### src/rqh_pkg.sv
package rqh_pkg;

	// Sizes of the block.
	localparam int NREF = 4;
	localparam int NLOOP = 3;
	localparam int PH_W = 24;

	// Clock rate and derived time bases.
	localparam int CLK_MHZ = 125;
	localparam int TICK_NS = 1000;
	localparam int TICK_CYC = TICK_NS * CLK_MHZ / 1000;
	localparam int OSC_WIN_NS = 1000;
	localparam int OSC_WIN_CYC = OSC_WIN_NS * CLK_MHZ / 1000;
	localparam int OSC_MIN_MHZ = 9;
	localparam int OSC_MAX_MHZ = 160;
	localparam int OSC_MIN_CNT = OSC_MIN_MHZ * OSC_WIN_NS / 1000;
	localparam int OSC_MAX_CNT = OSC_MAX_MHZ * OSC_WIN_NS / 1000;

	// Register byte addresses.
	localparam logic [7:0] A_CTRL = 8'h00;
	localparam logic [7:0] A_SLEW = 8'h04;
	localparam logic [7:0] A_STAT = 8'h08;
	localparam logic [7:0] A_BUILD = 8'h0C;
	localparam logic [7:0] A_LSTAT = 8'h10;
	localparam logic [7:0] A_REF_BASE = 8'h40;
	localparam logic [3:0] R_CFG = 4'h0;
	localparam logic [3:0] R_THR = 4'h4;
	localparam logic [3:0] R_FRQ = 4'h8;
	localparam logic [3:0] R_NOM = 4'hC;

	// Control bit positions.
	localparam int C_CANCEL = 0;
	localparam int C_SLEW = 1;
	localparam int C_BYP = 2;
	localparam int C_ZDS = 3;
	localparam int C_PPS = 4;

	// Monitor positions in the enable and flag nibbles.
	localparam int M_FREQ = 0;
	localparam int M_MISS = 1;
	localparam int M_RUNT = 2;
	localparam int M_PHV = 3;

	// Reset values.
	localparam logic [31:0] CTRL_RST = 32'h0000_0000;
	localparam logic [31:0] SLEW_RST = 32'h0001_0001;
	localparam logic [31:0] REF_RST = 32'h0000_0000;

	// Per-reference monitor settings.
	typedef struct packed {
		logic [3:0] en;
		logic [1:0] avg;
		logic [15:0] vtime;
		logic [15:0] thr_ok;
		logic [15:0] thr_bad;
		logic [15:0] exp_cnt;
		logic [15:0] gate;
	} rqh_ref_cfg_t;

	// Per-reference monitor results.
	typedef struct packed {
		logic [3:0] flags;
		logic valid;
	} rqh_mon_t;

	typedef enum logic [1:0] {
		HS_TRACK = 2'b00,
		HS_SLEW = 2'b01,
		HS_HOLD = 2'b10
	} rqh_hs_t;

endpackage

### src/rqh_ref_mon.sv
module rqh_ref_mon (
	input wire logic clk_sys,
	input wire logic rstn,
	input wire logic ref_rise,
	input wire logic osc_rise,
	input wire logic tick,
	input wire rqh_pkg::rqh_ref_cfg_t cfg,
	input wire logic [3:0] ext_flags,
	output rqh_pkg::rqh_mon_t mon
);
	import rqh_pkg::*;

	logic [19:0] gate_cnt_reg;
	logic [23:0] ref_cnt_reg;
	logic fault_reg;
	logic [15:0] vcnt_reg;
	logic valid_reg;

	// Window length grows with averaging, so a verdict takes longer.
	wire [19:0] gate_end = 20'(cfg.gate) << cfg.avg;
	wire [19:0] gate_nxt = gate_cnt_reg + 20'd1;
	wire win_end = osc_rise && (gate_nxt >= gate_end);
	wire [23:0] exp_s = 24'(cfg.exp_cnt) << cfg.avg;
	wire [23:0] err = (ref_cnt_reg >= exp_s) ? ref_cnt_reg - exp_s : exp_s - ref_cnt_reg;
	wire fen = cfg.en[M_FREQ];
	// Disabled monitors are masked out and never disqualify.
	wire [3:0] flags = {ext_flags[3:1] & cfg.en[3:1], fault_reg & fen};
	wire any_flag = |flags;

	// Counts reference edges against oscillator edges; gaps only lower the average.
	always_ff @(posedge clk_sys or negedge rstn) begin
		if (!rstn) begin
			gate_cnt_reg <= '0;
			ref_cnt_reg <= '0;
		end else if (!fen || win_end) begin
			gate_cnt_reg <= '0;
			ref_cnt_reg <= {23'd0, ref_rise};
		end else begin
			if (osc_rise)
				gate_cnt_reg <= gate_nxt;
			if (ref_rise && ref_cnt_reg != 24'hFF_FFFF)
				ref_cnt_reg <= ref_cnt_reg + 24'd1;
		end
	end

	// Hysteresis: clear below the valid limit, set above the invalid one.
	always_ff @(posedge clk_sys or negedge rstn) begin
		if (!rstn)
			fault_reg <= 1'b0;
		else if (!fen)
			fault_reg <= 1'b0;
		else if (win_end && err < 24'(cfg.thr_ok))
			fault_reg <= 1'b0;
		else if (win_end && err > 24'(cfg.thr_bad))
			fault_reg <= 1'b1;
	end

	// Any flag drops validity at once and restarts the qualification time.
	always_ff @(posedge clk_sys or negedge rstn) begin
		if (!rstn) begin
			vcnt_reg <= '0;
			valid_reg <= 1'b0;
		end else if (any_flag) begin
			vcnt_reg <= '0;
			valid_reg <= 1'b0;
		end else if (!valid_reg) begin
			if (vcnt_reg >= cfg.vtime)
				valid_reg <= 1'b1;
			else if (tick)
				vcnt_reg <= vcnt_reg + 16'd1;
		end
	end

	assign mon.flags = flags;
	assign mon.valid = valid_reg & ~any_flag;

endmodule

### src/rqh_top.sv
// Summary of operation
// - Cancellation absorbs fixed offset on locked switch; kept without slew until a switch or exit event that does not absorb.
// - References are frequency-locked if nominal or divided frequencies match.
// - Switching between unlocked references is treated as a locked switch; flock changes nothing.
// - Slew enabled: buildout shrinks by step limit once per interval.
// - Slew limits also apply on holdover or analog-only exit.
// - Both features off: full switch offset reaches loop, rate set by bandwidth.
// - One-pulse references switch hitlessly only with zero-delay sync off.
// - Gapped input yields average frequency; gaps kept within divided period.
// - Oscillator loss flag clears inside supported range, sets otherwise; the upper bound never trips, so only low counts set it.
// - Bypass makes oscillator always valid, leaves loss flag untouched.
// - Reference valid only after enabled monitors stay clear for set time.
// - Disabled monitor never flags and is ignored for qualification.
// - Enables, thresholds and timers are held separately per reference.
// - Pins show all enabled flags; status bits show selected inputs only.
// - Frequency error is measured against the oscillator input.
// - Fault flag clears below valid limit, sets above invalid, else holds.
// - Longer window or averaging delays the verdict, shrinks threshold range.
module rqh_top (
	input wire logic clk_sys,
	input wire logic rstn,
	input wire logic [7:0] addr,
	input wire logic [31:0] wdata,
	input wire logic wr,
	input wire logic rd,
	output logic [31:0] rdata,
	input wire logic [rqh_pkg::NREF-1:0] ref_in,
	input wire logic osc_in,
	input wire logic [rqh_pkg::NREF-1:0][3:0] ext_flags,
	input wire logic [rqh_pkg::NLOOP-1:0][1:0] loop_sel,
	input wire logic switch_evt,
	input wire logic exit_evt,
	input wire logic signed [rqh_pkg::PH_W-1:0] phase_offset,
	input wire logic signed [rqh_pkg::PH_W-1:0] phase_err,
	output logic signed [rqh_pkg::PH_W-1:0] loop_phase_err,
	output logic [rqh_pkg::NREF-1:0] ref_valid,
	output logic [rqh_pkg::NREF-1:0] status_pins,
	output logic osc_valid,
	output logic osc_los,
	output logic slew_active
);
	import rqh_pkg::*;

	////////////////////////////////////////////////////////////////////////
	// Register storage.

	logic [31:0] ctrl_reg;
	logic [31:0] slew_reg;
	logic [NREF-1:0][31:0] rcfg_reg;
	logic [NREF-1:0][31:0] rthr_reg;
	logic [NREF-1:0][31:0] rfrq_reg;
	logic [NREF-1:0][31:0] rnom_reg;
	logic [31:0] rdata_reg;

	// Address decode.
	wire in_ref = addr[7:6] == A_REF_BASE[7:6];
	wire [1:0] ridx = addr[5:4];
	wire [3:0] roff = addr[3:0];
	wire wr_ctrl = wr && addr == A_CTRL;
	wire wr_slew = wr && addr == A_SLEW;
	wire wr_cfg = wr && in_ref && roff == R_CFG;
	wire wr_thr = wr && in_ref && roff == R_THR;
	wire wr_frq = wr && in_ref && roff == R_FRQ;
	wire wr_nom = wr && in_ref && roff == R_NOM;

	// Control fields.
	wire cancel_en = ctrl_reg[C_CANCEL];
	wire phase_slew_enable = ctrl_reg[C_SLEW];
	wire osc_detector_bypass = ctrl_reg[C_BYP];
	wire zero_delay_sync = ctrl_reg[C_ZDS];
	wire pps_mode = ctrl_reg[C_PPS];
	wire [15:0] phase_slew_step_limit = slew_reg[15:0];
	wire [15:0] phase_slew_step_interval = slew_reg[31:16];

	// Global control writes.
	always_ff @(posedge clk_sys or negedge rstn) begin
		if (!rstn) begin
			ctrl_reg <= CTRL_RST;
			slew_reg <= SLEW_RST;
		end else begin
			if (wr_ctrl)
				ctrl_reg <= wdata;
			if (wr_slew)
				slew_reg <= wdata;
		end
	end

	// Each reference keeps its own monitor settings.
	always_ff @(posedge clk_sys or negedge rstn) begin
		if (!rstn) begin
			rcfg_reg <= {NREF{REF_RST}};
			rthr_reg <= {NREF{REF_RST}};
			rfrq_reg <= {NREF{REF_RST}};
			rnom_reg <= {NREF{REF_RST}};
		end else begin
			if (wr_cfg)
				rcfg_reg[ridx] <= wdata;
			if (wr_thr)
				rthr_reg[ridx] <= wdata;
			if (wr_frq)
				rfrq_reg[ridx] <= wdata;
			if (wr_nom)
				rnom_reg[ridx] <= wdata;
		end
	end

	////////////////////////////////////////////////////////////////////////
	// Time base and input edges.

	logic [6:0] tick_cnt_reg;
	logic tick_reg;
	logic [NREF-1:0] ref_d_reg;
	logic osc_d_reg;

	wire [NREF-1:0] ref_rise = ref_in & ~ref_d_reg;
	wire osc_rise = osc_in & ~osc_d_reg;

	// One-cycle enable every microsecond.
	always_ff @(posedge clk_sys or negedge rstn) begin
		if (!rstn) begin
			tick_cnt_reg <= '0;
			tick_reg <= 1'b0;
		end else if (tick_cnt_reg == 7'(TICK_CYC - 1)) begin
			tick_cnt_reg <= '0;
			tick_reg <= 1'b1;
		end else begin
			tick_cnt_reg <= tick_cnt_reg + 7'd1;
			tick_reg <= 1'b0;
		end
	end

	// Inputs are already synchronous; one stage gives the edges.
	always_ff @(posedge clk_sys or negedge rstn) begin
		if (!rstn) begin
			ref_d_reg <= '0;
			osc_d_reg <= 1'b0;
		end else begin
			ref_d_reg <= ref_in;
			osc_d_reg <= osc_in;
		end
	end

	////////////////////////////////////////////////////////////////////////
	// Coarse oscillator detector.
	// Sampling caps what can be seen at half the clock rate, so at most 63 edges fit
	// in a window and the upper bound of 160 can never trip.

	logic [6:0] owin_reg;
	logic [7:0] ocnt_reg;
	logic los_reg;

	wire owin_end = owin_reg == 7'(OSC_WIN_CYC - 1);
	wire osc_in_range = ocnt_reg >= 8'(OSC_MIN_CNT) && ocnt_reg <= 8'(OSC_MAX_CNT);

	// Counts oscillator edges over a fixed window and judges the range.
	always_ff @(posedge clk_sys or negedge rstn) begin
		if (!rstn) begin
			owin_reg <= '0;
			ocnt_reg <= '0;
			los_reg <= 1'b1;
		end else if (owin_end) begin
			owin_reg <= '0;
			ocnt_reg <= {7'd0, osc_rise};
			los_reg <= ~osc_in_range;
		end else begin
			owin_reg <= owin_reg + 7'd1;
			if (osc_rise && ocnt_reg != 8'hFF)
				ocnt_reg <= ocnt_reg + 8'd1;
		end
	end

	assign osc_los = los_reg;
	assign osc_valid = osc_detector_bypass | ~los_reg;

	////////////////////////////////////////////////////////////////////////
	// Reference monitors.

	rqh_ref_cfg_t [NREF-1:0] cfg;
	rqh_mon_t [NREF-1:0] mon;

	genvar gi;
	generate
		for (gi = 0; gi < NREF; gi++) begin : g_ref
			assign cfg[gi].en = rcfg_reg[gi][3:0];
			assign cfg[gi].avg = rcfg_reg[gi][5:4];
			assign cfg[gi].vtime = rcfg_reg[gi][31:16];
			assign cfg[gi].thr_ok = rthr_reg[gi][15:0];
			assign cfg[gi].thr_bad = rthr_reg[gi][31:16];
			assign cfg[gi].exp_cnt = rfrq_reg[gi][15:0];
			assign cfg[gi].gate = rfrq_reg[gi][31:16];

			rqh_ref_mon u_mon (
				.clk_sys(clk_sys),
				.rstn(rstn),
				.ref_rise(ref_rise[gi]),
				.osc_rise(osc_rise),
				.tick(tick_reg),
				.cfg(cfg[gi]),
				.ext_flags(ext_flags[gi]),
				.mon(mon[gi])
			);

			assign ref_valid[gi] = mon[gi].valid;
			assign status_pins[gi] = |mon[gi].flags;
		end
	endgenerate

	// Readable flags follow each loop's selected input only.
	logic [11:0] loop_flags;
	always_comb begin
		loop_flags = '0;
		for (int l = 0; l < NLOOP; l++)
			loop_flags[4*l +: 4] = mon[loop_sel[l]].flags;
	end

	////////////////////////////////////////////////////////////////////////
	// Hitless switching for the first loop.

	rqh_hs_t hs_reg;
	rqh_hs_t hs_next;
	logic [1:0] prev_sel_reg;
	logic signed [PH_W-1:0] build_reg;
	logic signed [PH_W-1:0] build_next;
	logic [15:0] icnt_reg;
	logic signed [PH_W-1:0] lpe_reg;

	wire [1:0] new_sel = loop_sel[0];
	wire [15:0] nom_old = rnom_reg[prev_sel_reg][15:0];
	wire [15:0] nom_new = rnom_reg[new_sel][15:0];
	wire [15:0] div_old = rnom_reg[prev_sel_reg][31:16];
	wire [15:0] div_new = rnom_reg[new_sel][31:16];
	// Same nominal, or both divide down to one nonzero common rate.
	wire flock = nom_old == nom_new || (div_old == div_new && div_new != 16'h0000);
	// Zero-delay sync with one-pulse inputs forbids buildout.
	wire hit_ok = ~(pps_mode & zero_delay_sync);
	wire absorb = switch_evt && hit_ok && cancel_en;
	wire slew_go = (switch_evt || exit_evt) && phase_slew_enable && hit_ok;
	// A step falls on the tick that completes the interval, not the tick after it.
	wire [15:0] icnt_nxt = icnt_reg + 16'd1;
	wire step_tick = tick_reg && icnt_nxt >= phase_slew_step_interval;
	wire signed [PH_W-1:0] step_s = PH_W'(signed'({1'b0, phase_slew_step_limit}));
	wire signed [PH_W-1:0] build_abs = build_reg[PH_W-1] ? -build_reg : build_reg;
	wire signed [PH_W-1:0] build_add = build_reg + phase_offset;

	// Chooses how the offset at a switch or holdover exit is handled.
	always_comb begin
		hs_next = hs_reg;
		build_next = build_reg;
		if (slew_go) begin
			build_next = build_add;
			hs_next = HS_SLEW;
		end else if (absorb && flock) begin
			build_next = build_add;
			hs_next = HS_HOLD;
		end else if (absorb) begin
			build_next = build_add;
			hs_next = HS_HOLD;
		end else if (switch_evt || exit_evt) begin
			build_next = '0;
			hs_next = HS_TRACK;
		end else begin
			case (hs_reg)
				HS_SLEW: begin
					if (build_reg == '0) begin
						hs_next = HS_TRACK;
					end else if (step_tick) begin
						if (build_abs <= step_s)
							build_next = '0;
						else if (build_reg[PH_W-1])
							build_next = build_reg + step_s;
						else
							build_next = build_reg - step_s;
					end
				end
				HS_HOLD: hs_next = HS_HOLD;
				HS_TRACK: hs_next = HS_TRACK;
				default: hs_next = HS_TRACK;
			endcase
		end
	end

	// Interval counter restarts on each step and each new event.
	always_ff @(posedge clk_sys or negedge rstn) begin
		if (!rstn)
			icnt_reg <= '0;
		else if (hs_reg != HS_SLEW || step_tick || slew_go)
			icnt_reg <= '0;
		else if (tick_reg)
			icnt_reg <= icnt_nxt;
	end

	// State, buildout and remembered selection.
	always_ff @(posedge clk_sys or negedge rstn) begin
		if (!rstn) begin
			hs_reg <= HS_TRACK;
			build_reg <= '0;
			prev_sel_reg <= 2'b00;
		end else begin
			hs_reg <= hs_next;
			build_reg <= build_next;
			if (switch_evt)
				prev_sel_reg <= new_sel;
		end
	end

	// The loop sees the raw error less the absorbed offset.
	always_ff @(posedge clk_sys or negedge rstn) begin
		if (!rstn)
			lpe_reg <= '0;
		else
			lpe_reg <= phase_err - build_reg;
	end

	assign loop_phase_err = lpe_reg;
	assign slew_active = hs_reg == HS_SLEW;

	////////////////////////////////////////////////////////////////////////
	// Read path.

	wire [31:0] stat_word = {20'd0, hs_reg, 1'b0, slew_active, ref_valid,
		2'b00, osc_valid, osc_los};
	wire [31:0] build_word = 32'(build_reg);
	logic [31:0] rmux;

	// Read multiplexer; unmapped addresses read zero.
	always_comb begin
		rmux = '0;
		if (in_ref) begin
			case (roff)
				R_CFG: rmux = rcfg_reg[ridx];
				R_THR: rmux = rthr_reg[ridx];
				R_FRQ: rmux = rfrq_reg[ridx];
				R_NOM: rmux = rnom_reg[ridx];
				default: rmux = '0;
			endcase
		end else begin
			case (addr)
				A_CTRL: rmux = ctrl_reg;
				A_SLEW: rmux = slew_reg;
				A_STAT: rmux = stat_word;
				A_BUILD: rmux = build_word;
				A_LSTAT: rmux = {20'd0, loop_flags};
				default: rmux = '0;
			endcase
		end
	end

	// Data stands only in the cycle after the read strobe.
	always_ff @(posedge clk_sys or negedge rstn) begin
		if (!rstn)
			rdata_reg <= '0;
		else
			rdata_reg <= rd ? rmux : 32'h0000_0000;
	end

	assign rdata = rdata_reg;

endmodule

### config.mk
export PLATFORM = sky130hd
export DESIGN_NAME = rqh_top
export DESIGN_NICKNAME = d
export VERILOG_FILES = /design/src/rqh_pkg.sv /design/src/rqh_ref_mon.sv /design/src/rqh_top.sv
export SDC_FILE = /design/constraint.sdc
export NUM_CORES = 2
export LEC_CHECK = 0
export BUFFER_PORTS_ARGS = -buffer_cell sky130_fd_sc_hd__buf_4
export CAP_MARGIN = 25
export CORE_MARGIN = 2
export CORE_UTILIZATION = 30
export CTS_CLUSTER_SIZE = 16
export DETAILED_ROUTE_END_ITERATION = 10
export SLEW_MARGIN = 20
export SYNTH_ARGS = -nofsm -noshare
export SYNTH_HDL_FRONTEND = slang
export SYNTH_SLANG_ARGS = --single-unit
### constraint.sdc
create_clock -name clk_sys -period 6.5 [get_ports clk_sys]
set_clock_uncertainty 0.1 [all_clocks]
set_input_delay 0.325 -clock clk_sys [delete_from_list [all_inputs] [get_ports clk_sys]]
set_output_delay 0.325 -clock clk_sys [all_outputs]
set_load 0.01 [all_outputs]
# [Word level (Yosys, flattened, before mapping)]
# Index checks and enable logic that the tools add are counted.
[word_totals] wordCells=362 ramBits=0 register_bits=953 mem_count=0 latchBits=0 out_inout_bits=67 romBits=0 in_bits=121
[classes] n_shift=8 mux=111 mul=0 div=0 n_reduce_logical=74 eq_ne=34 addsub=29 bitwise_logic=25 n_lt_le_gt_ge=30
[op_table] op="$mux W24" n=22
[op_table] op="$bwmux W128" n=4
[op_table] op="$bmux W32 S2" n=6
[op_table] op="$mux W16" n=18
[op_table] op="$mux W32" n=9
[op_table] op="$sub A24 B24 Y24" n=9
[op_table] op="$mux W20" n=8
[op_table] op="$pmux W32 S5" n=1
[op_table] op="$pmux W32 S4" n=1
[op_table] op="$add A24 B1 Y24 const B" n=4
[op_table] op="$ge A24 B24 Y1" n=4
[op_table] op="$gt A24 B16 Y1" n=4
[op_table] op="$lt A24 B16 Y1" n=4
[op_table] op="$ne A24 B24 Y1 const B" n=4
[op_table] op="$shl A16 B2 Y24" n=4
[op_table] op="$add A16 B1 Y16 const B" n=5
[op_table] op="$add A20 B1 Y20 const B" n=4
[op_table] op="$ge A16 B16 Y1" n=5
[op_table] op="$ge A20 B20 Y1" n=4
[op_table] op="$shl A16 B2 Y20" n=4
[op_table] op="$demux W32 S2" n=1
[op_table] op="$logic_and A1 B1 Y1" n=33
[op_table] op="$eq A16 B16 Y1" n=2
[op_table] op="$bmux W5 S2" n=3
[op_table] op="47 further kinds" n=148

# [Logic depth before layout (Yosys ltp)]
[logic_depth] depth_word=11 depth_mapped=31 mapped_depth_nobuf=25

# [Modules after synthesis]
# Synthesis repeated with hierarchy kept, for this count alone.
[hier_totals] hier_cells=7016 hier_area_um2=69390.3
[by_module_without_submodules] module="rqh_top" n_inst=1 seq_area_each_um2=17645.7 cells_per_inst=2893 area_per_inst_um2=37739.9
[by_module_without_submodules] module="rqh_ref_mon at g_ref[0].u_mon" n_inst=1 seq_area_each_um2=1551.5 cells_per_inst=1043 area_per_inst_um2=8044.0
[by_module_without_submodules] module="rqh_ref_mon at g_ref[3].u_mon" n_inst=1 seq_area_each_um2=1551.5 cells_per_inst=1037 area_per_inst_um2=7948.9
[by_module_without_submodules] module="rqh_ref_mon at g_ref[1].u_mon" n_inst=1 seq_area_each_um2=1551.5 cells_per_inst=1040 area_per_inst_um2=7897.6
[by_module_without_submodules] module="rqh_ref_mon at g_ref[2].u_mon" n_inst=1 seq_area_each_um2=1551.5 cells_per_inst=1003 area_per_inst_um2=7759.9

# [Worst setup path after synthesis]
# OpenSTA, ideal clock, no wires.
[synth_timing] kind="reg-to-reg" from="register rcfg_reg (netlist bit cfg[338])" to="register g_ref[3].u_mon.fault_reg" period_less_slack_ns=6.245 stages_incl_launch_ff=30 required_time_ns=6.280 arrival_time_ns=6.024 setup_slack_ns=0.255 path_buffers=6 setup_time_ns=0.120 cell_sequence="dfrtp_1 -> buf_1 -> clkbuf_1 -> mux2i_1 -> nand2_1 -> nand2_1 -> inv_1 -> ha_1 -> clkbuf_1 -> nand4_1 -> o41ai_1 -> a31oi_1 -> a21oi_1 -> buf_2 -> buf_2 -> buf_2 -> mux2i_1 -> xnor2_1 -> ha_1 -> a21oi_1 -> o22ai_1 -> o21a_1 -> o21a_1 -> o21a_1 -> o21a_1 -> o21ai_0 -> o211ai_1 -> nand2_1 -> a21oi_1 -> o211a_1"
[synth_between] elab_chain_len=7 word_cells_on_any_way=15 cone_classes="add/sub: 2; order compare: 4; eq/ne: 1; shift: 2; mux: 3; reduce/logical: 3"
[synth_lines] item="start, declared" line="rqh_top.sv:49" source="logic [NREF-1:0][31:0] rcfg_reg;"
[synth_lines] item="start signal, assigned" line="rqh_top.sv:91" source="rcfg_reg <= {NREF{REF_RST}};"
[synth_lines] item="start signal, assigned by index" line="rqh_top.sv:97" source="rcfg_reg[ridx] <= wdata;"
[synth_lines] item="$shl A16 B2 Y24" line="rqh_ref_mon.sv:23" source="wire [23:0] exp_s = 24'(cfg.exp_cnt) << cfg.avg;"
[synth_lines] item="$sub A24 B24 Y24 or $ge A24 B24 Y1 (tied branches)" line="rqh_ref_mon.sv:24" source="wire [23:0] err = (ref_cnt_reg >= exp_s) ? ref_cnt_reg - exp_s : exp_s - ref_cnt_reg;"
[synth_lines] item="$mux W24" line="rqh_ref_mon.sv:24"
[synth_lines] item="$lt A24 B16 Y1" line="rqh_ref_mon.sv:52" source="else if (win_end && err < 24'(cfg.thr_ok))"
[synth_lines] item="$logic_and A1 B1 Y1" line="rqh_ref_mon.sv:52"
[synth_lines] item="$mux W1" line="rqh_ref_mon.sv:52"
[synth_lines] item="$mux W1" line="rqh_ref_mon.sv:50" source="else if (!fen)"
[synth_lines] item="end signal, assigned" line="rqh_ref_mon.sv:49" source="fault_reg <= 1'b0;"
[synth_lines] item="end signal, assigned" line="rqh_ref_mon.sv:51" source="fault_reg <= 1'b0;"
[synth_lines] item="end signal, assigned" line="rqh_ref_mon.sv:53" source="fault_reg <= 1'b0;"
[synth_lines] item="end, declared" line="rqh_ref_mon.sv:15" source="logic fault_reg;"
# Parallel ways exist; a longest one is shown, timed or not.
# A chain may end at the register's enable or synchronous reset.

# [Final worst setup path]
[layout_timing] from="register rcfg_reg (netlist bit cfg[252])" to="register g_ref[2].u_mon.fault_reg"
[layout_between] elab_chain_len=7 word_cells_on_any_way=15 cone_classes="add/sub: 2; order compare: 4; eq/ne: 1; shift: 2; mux: 3; reduce/logical: 3"
[layout_lines] item="$shl A16 B2 Y24" line="rqh_ref_mon.sv:23"
[layout_lines] item="$sub A24 B24 Y24 or $ge A24 B24 Y1 (tied branches)" line="rqh_ref_mon.sv:24"
[layout_lines] item="$mux W24" line="rqh_ref_mon.sv:24"
[layout_lines] item="$lt A24 B16 Y1" line="rqh_ref_mon.sv:52"
[layout_lines] item="$logic_and A1 B1 Y1" line="rqh_ref_mon.sv:52"
[layout_lines] item="$mux W1" line="rqh_ref_mon.sv:52"
[layout_lines] item="$mux W1" line="rqh_ref_mon.sv:50"
[layout_lines] item="end signal, assigned" line="rqh_ref_mon.sv:49"
[layout_lines] item="end signal, assigned" line="rqh_ref_mon.sv:51"
[layout_lines] item="end signal, assigned" line="rqh_ref_mon.sv:53"
[layout_lines] item="end, declared" line="rqh_ref_mon.sv:15"
# Parallel ways exist; a longest one is shown, timed or not.

==> results.yml <==
outcome:
  outcome: "finished, final reports clean"
worst_setup_path:
  cp_slowest_stage_delay_ps: 620
  cpMaxStageDelayCell: "dfrtp_2"
  critPathMaxFanout: 25
  worstPathRequired_ps: 7020
  path_cells: "buf_4 > inv_1 > a31oi_1 > inv_1 > ha_1 > a211oi_1 > o211ai_1 > nand2_1 > nand2_1 > o21ai_2 > buf_4 > a211oi_1 > a21oi_1 > xor2_1 > ha_1 > a21oi_1 > nor2b_1 > o21ai_0 > and3b_1 > o21ai_0 > nand3_1 > nand2_1 > a2111oi_0 > a211oi_1"
  arrival_ps: 6610
  path_class: "register to register"
  cp-start-kind: "register"
  end_kind: "register"
route:
  drcViolationCount: 0
  wl_per_cell_um: 22.5
  drt_iter0_markers: 4806
  dr.pass1.iters: 7
  viasPerCell: 5.43
  wl_um: 232000
  ant_nets: 0
  vias: 56100
cts:
  cts_made_buffers: 108
  cts-root-buf: "clkbuf_16"
  insertion_delay_ps: 820
  postCtsSetupBuffers: 0
  clk_pin_slew_ps: 70
  cts_buffer_depth: 3
  cts_sinks: 953
  htree_levels: 3
  cts_tree: "done"
sta:
  hold_viol: 0
  worstMarginPinSlew_ps: 1110
  fin_tns_setup_ps: 0
  final.period_utilization_pct: 93.7
  worst_slack_ps: 408
  fin_crit_ps: 6090
  setup-violations-final: 0
  rsz0062_at_grt: "false"
  clock.fmax_mhz: 164
  final_max_slew_viol_count: 0
  max_slew_margin_pct: 25.9
global_routing:
  first_global_vias: 54600
  antenna_found_initial: 22
  grt_pass1_wl_um: 349000
  grt-ovfl-total: 0
  track_usage_pct: 19.6
  grt_max_degree: 154
layout:
  fin_nets: 7900
  area_growth_pct: 13.4
  drive_gt1_share_pct: 17.3
  n_fill_cell: 22900
  largest_reg_flops: 344
synth:
  synth_compound_area_share_pct: 14.4
  synth.yosys.seq_area_share_pct: 34.9
  async_flop_share_pct: 100
  yosys.area_share.simple_pct: 13.0
  synth_edf_count: 0
  synth_nets: 7818
  synthAdderAreaFrac_pct: 10.2
  synth_top_family_by_area: "multiplexers"
  synth_mux_area_share_pct: 16.7
  synthFlopType: "dfrtp_1"
  synthDistinctLibCells: 91
  ys_seq_elements: 953
  avgSynthCellArea_um2: 9.57
  syn_area_um2: 68400
  syn_inst: 7146
  yosys_warnings: 0
  synthXorXnorAreaFrac_pct: 5.62
placed_design:
  gp_congestion: 0.949
  port_buffers: 183
  hpwl_um: 174000
  place_ws_ps: 473
floorplan:
  core_um2: 227000
  ios: 188
  dieHeight_um: 482
  std_cell_rows: 175
  die_area_um2: 232000
  die_w_um: 482
  start_util_pct: 30.1
power:
  p_seq_share_pct: 32.7
  p_leak_uw: 0.0360
  p_switching_uw: 7810
  p_total_uw: 20900
  switching_share_pct: 37.4
  peakVddDrop_mv: 0.247
  powerDensity_nw_per_um2: 269
  intPower_uw: 13100
  p_clk_share_pct: 30.3
  comb_power_share_pct: 37.1
hold_path:
  hp-class: "input pin to register"
run:
  max-cap-violations: 0
through the flow:
step                area, µm²  instances  hold slack (ps)  util [%]
floorplan               68400       7146            -70.6         -
global placement        73000      10000              255      32.1
detailed placement      73100      10000              264      32.2
CTS                     77400      10300             12.4      34.1
global route            77600      10300             87.6      34.2
finish                  77600      10300             54.3      34.2
synth_stat cells (11+ instances only):
master | n | share of area, %
and4_1 | 19 | 0.24
xor2_1 | 139 | 1.8
buf_1 | 59 | 0.32
or2_2 | 35 | 0.32
a221oi_1 | 15 | 0.19
buf_2 | 23 | 0.17
o31a_1 | 16 | 0.20
inv_1 | 532 | 2.9
a21o_1 | 143 | 1.6
ha_1 | 540 | 9.9
nand2_1 | 628 | 3.4
o211ai_1 | 30 | 0.33
dfrtp_1 | 950 | 35
xnor2_1 | 300 | 3.8
a21boi_0 | 13 | 0.14
o21bai_1 | 23 | 0.25
o21a_1 | 66 | 0.72
or3_1 | 42 | 0.38
mux2_2 | 485 | 8.0
nand2b_1 | 50 | 0.46
nor2_1 | 455 | 2.5
nand4_1 | 123 | 1.1
a31oi_1 | 40 | 0.37
a2111oi_0 | 15 | 0.19
and3_1 | 67 | 0.61
fa_1 | 11 | 0.32
a21oi_1 | 392 | 2.9
o21ai_0 | 486 | 3.6
nor4_1 | 37 | 0.34
clkbuf_1 | 312 | 1.7
a211o_1 | 15 | 0.19
and2_1 | 34 | 0.31
a211oi_1 | 56 | 0.61
nor3_1 | 88 | 0.64
o2111ai_1 | 11 | 0.14
a22oi_1 | 118 | 1.3
o41ai_1 | 12 | 0.15
mux4_2 | 216 | 7.1
nand3b_1 | 23 | 0.25
mux2i_1 | 108 | 1.6
nand3_1 | 179 | 1.3
o31ai_1 | 33 | 0.36
nor2b_1 | 61 | 0.56
or4_1 | 13 | 0.14
power by group through the flow:
stage                     combinational [µW]  clock (µW)  sequential (µW)
final                                   7750        6320             6820
after global routing                    8520        6650             6860
after CTS                               7660        6430             6810
after detailed placement                7470           0             6910
after global placement                  7370           0             6900
after floorplan                         5280           0             6680
layout make-up:
cell class	instances	area, µm²	share of cell area, %
antenna	5	12.5	0.0161
inverter	535	2010	2.59
tap	3009	3760	4.85
multi-input combinational	5254	41100	53.0
sequential	953	23900	30.8
clock inverter	49	617	0.795
timing repair buffer	376	3190	4.12
clock buffer	147	2980	3.84
metal layers:
metal	wire [µm]	vias to the layer above	share of wire [%]	global-route usage [%]
li1	-	25700	-	-
met1	101000	28100	43	26.5
met2	106000	1921	46	31.2
met3	16400	377	7.1	3.52
met4	8840	10	3.8	7.13
met5	64	-	0.028	0
cells by family after synthesis:
family	count (synthesis)
simple gates	1884
compound gates	1571
flops	953
buf+inv	939
mux	809
fa+ha+maj	551
xor+xnor	439
worst paths after layout:
path	from	endpoint	slack [ps]	depth (start not counted)
max in group asynchronous	rstn	osc_los$_DFFE_PN1N_	4360	4
min	phase_offset[23]	build_reg[23]$_DFFE_PN0P_	50	4
max	cfg[252]$_DFFE_PN0P_	g_ref[2].u_mon.fault_reg$_DFFE_PN0P_	410	24
max reg2reg	cfg[252]$_DFFE_PN0P_	g_ref[2].u_mon.fault_reg$_DFFE_PN0P_	410	24
min reg2reg	tick_cnt_reg[6]$_DFF_PN0_	tick_cnt_reg[6]$_DFF_PN0_	390	1
min in group asynchronous	rstn	slew_reg[4]$_DFFE_PN0P_	60	2
placed cells by master, fill, tap and decap left out, drive strengths merged, types with 143 or more instances in the layout:
cell type,count
nand3,180
inv,536
ha,540
xnor2,300
a21oi,392
mux4,216
mux2,485
buf,295
a21o,143
clkbuf,147
nor2,456
dfrtp,950
nand2,629
o21ai,489
worst max-delay path, delay by kind of cell (launching register included):
kind                       cells  cell delay, ps
DFF                            1             620
AOI/OAI and AO/OA             11            2310
buffers and inverters          4             970
adders and majority gates      2             760
xor gates and xnor gates       1             500
and+or+nand+nor                6             680
what timing repair did:
| item | in CTS | in global routing |
|---|---|---|
| resized for setup | 0 | 1 |
| hold endpoints to repair | 523 | 0 |
| hold buffers | 80 | 0 |
| setup endpoints to repair | 0 | 1 |
No activity file was read; power rests on OpenSTA's default activity.
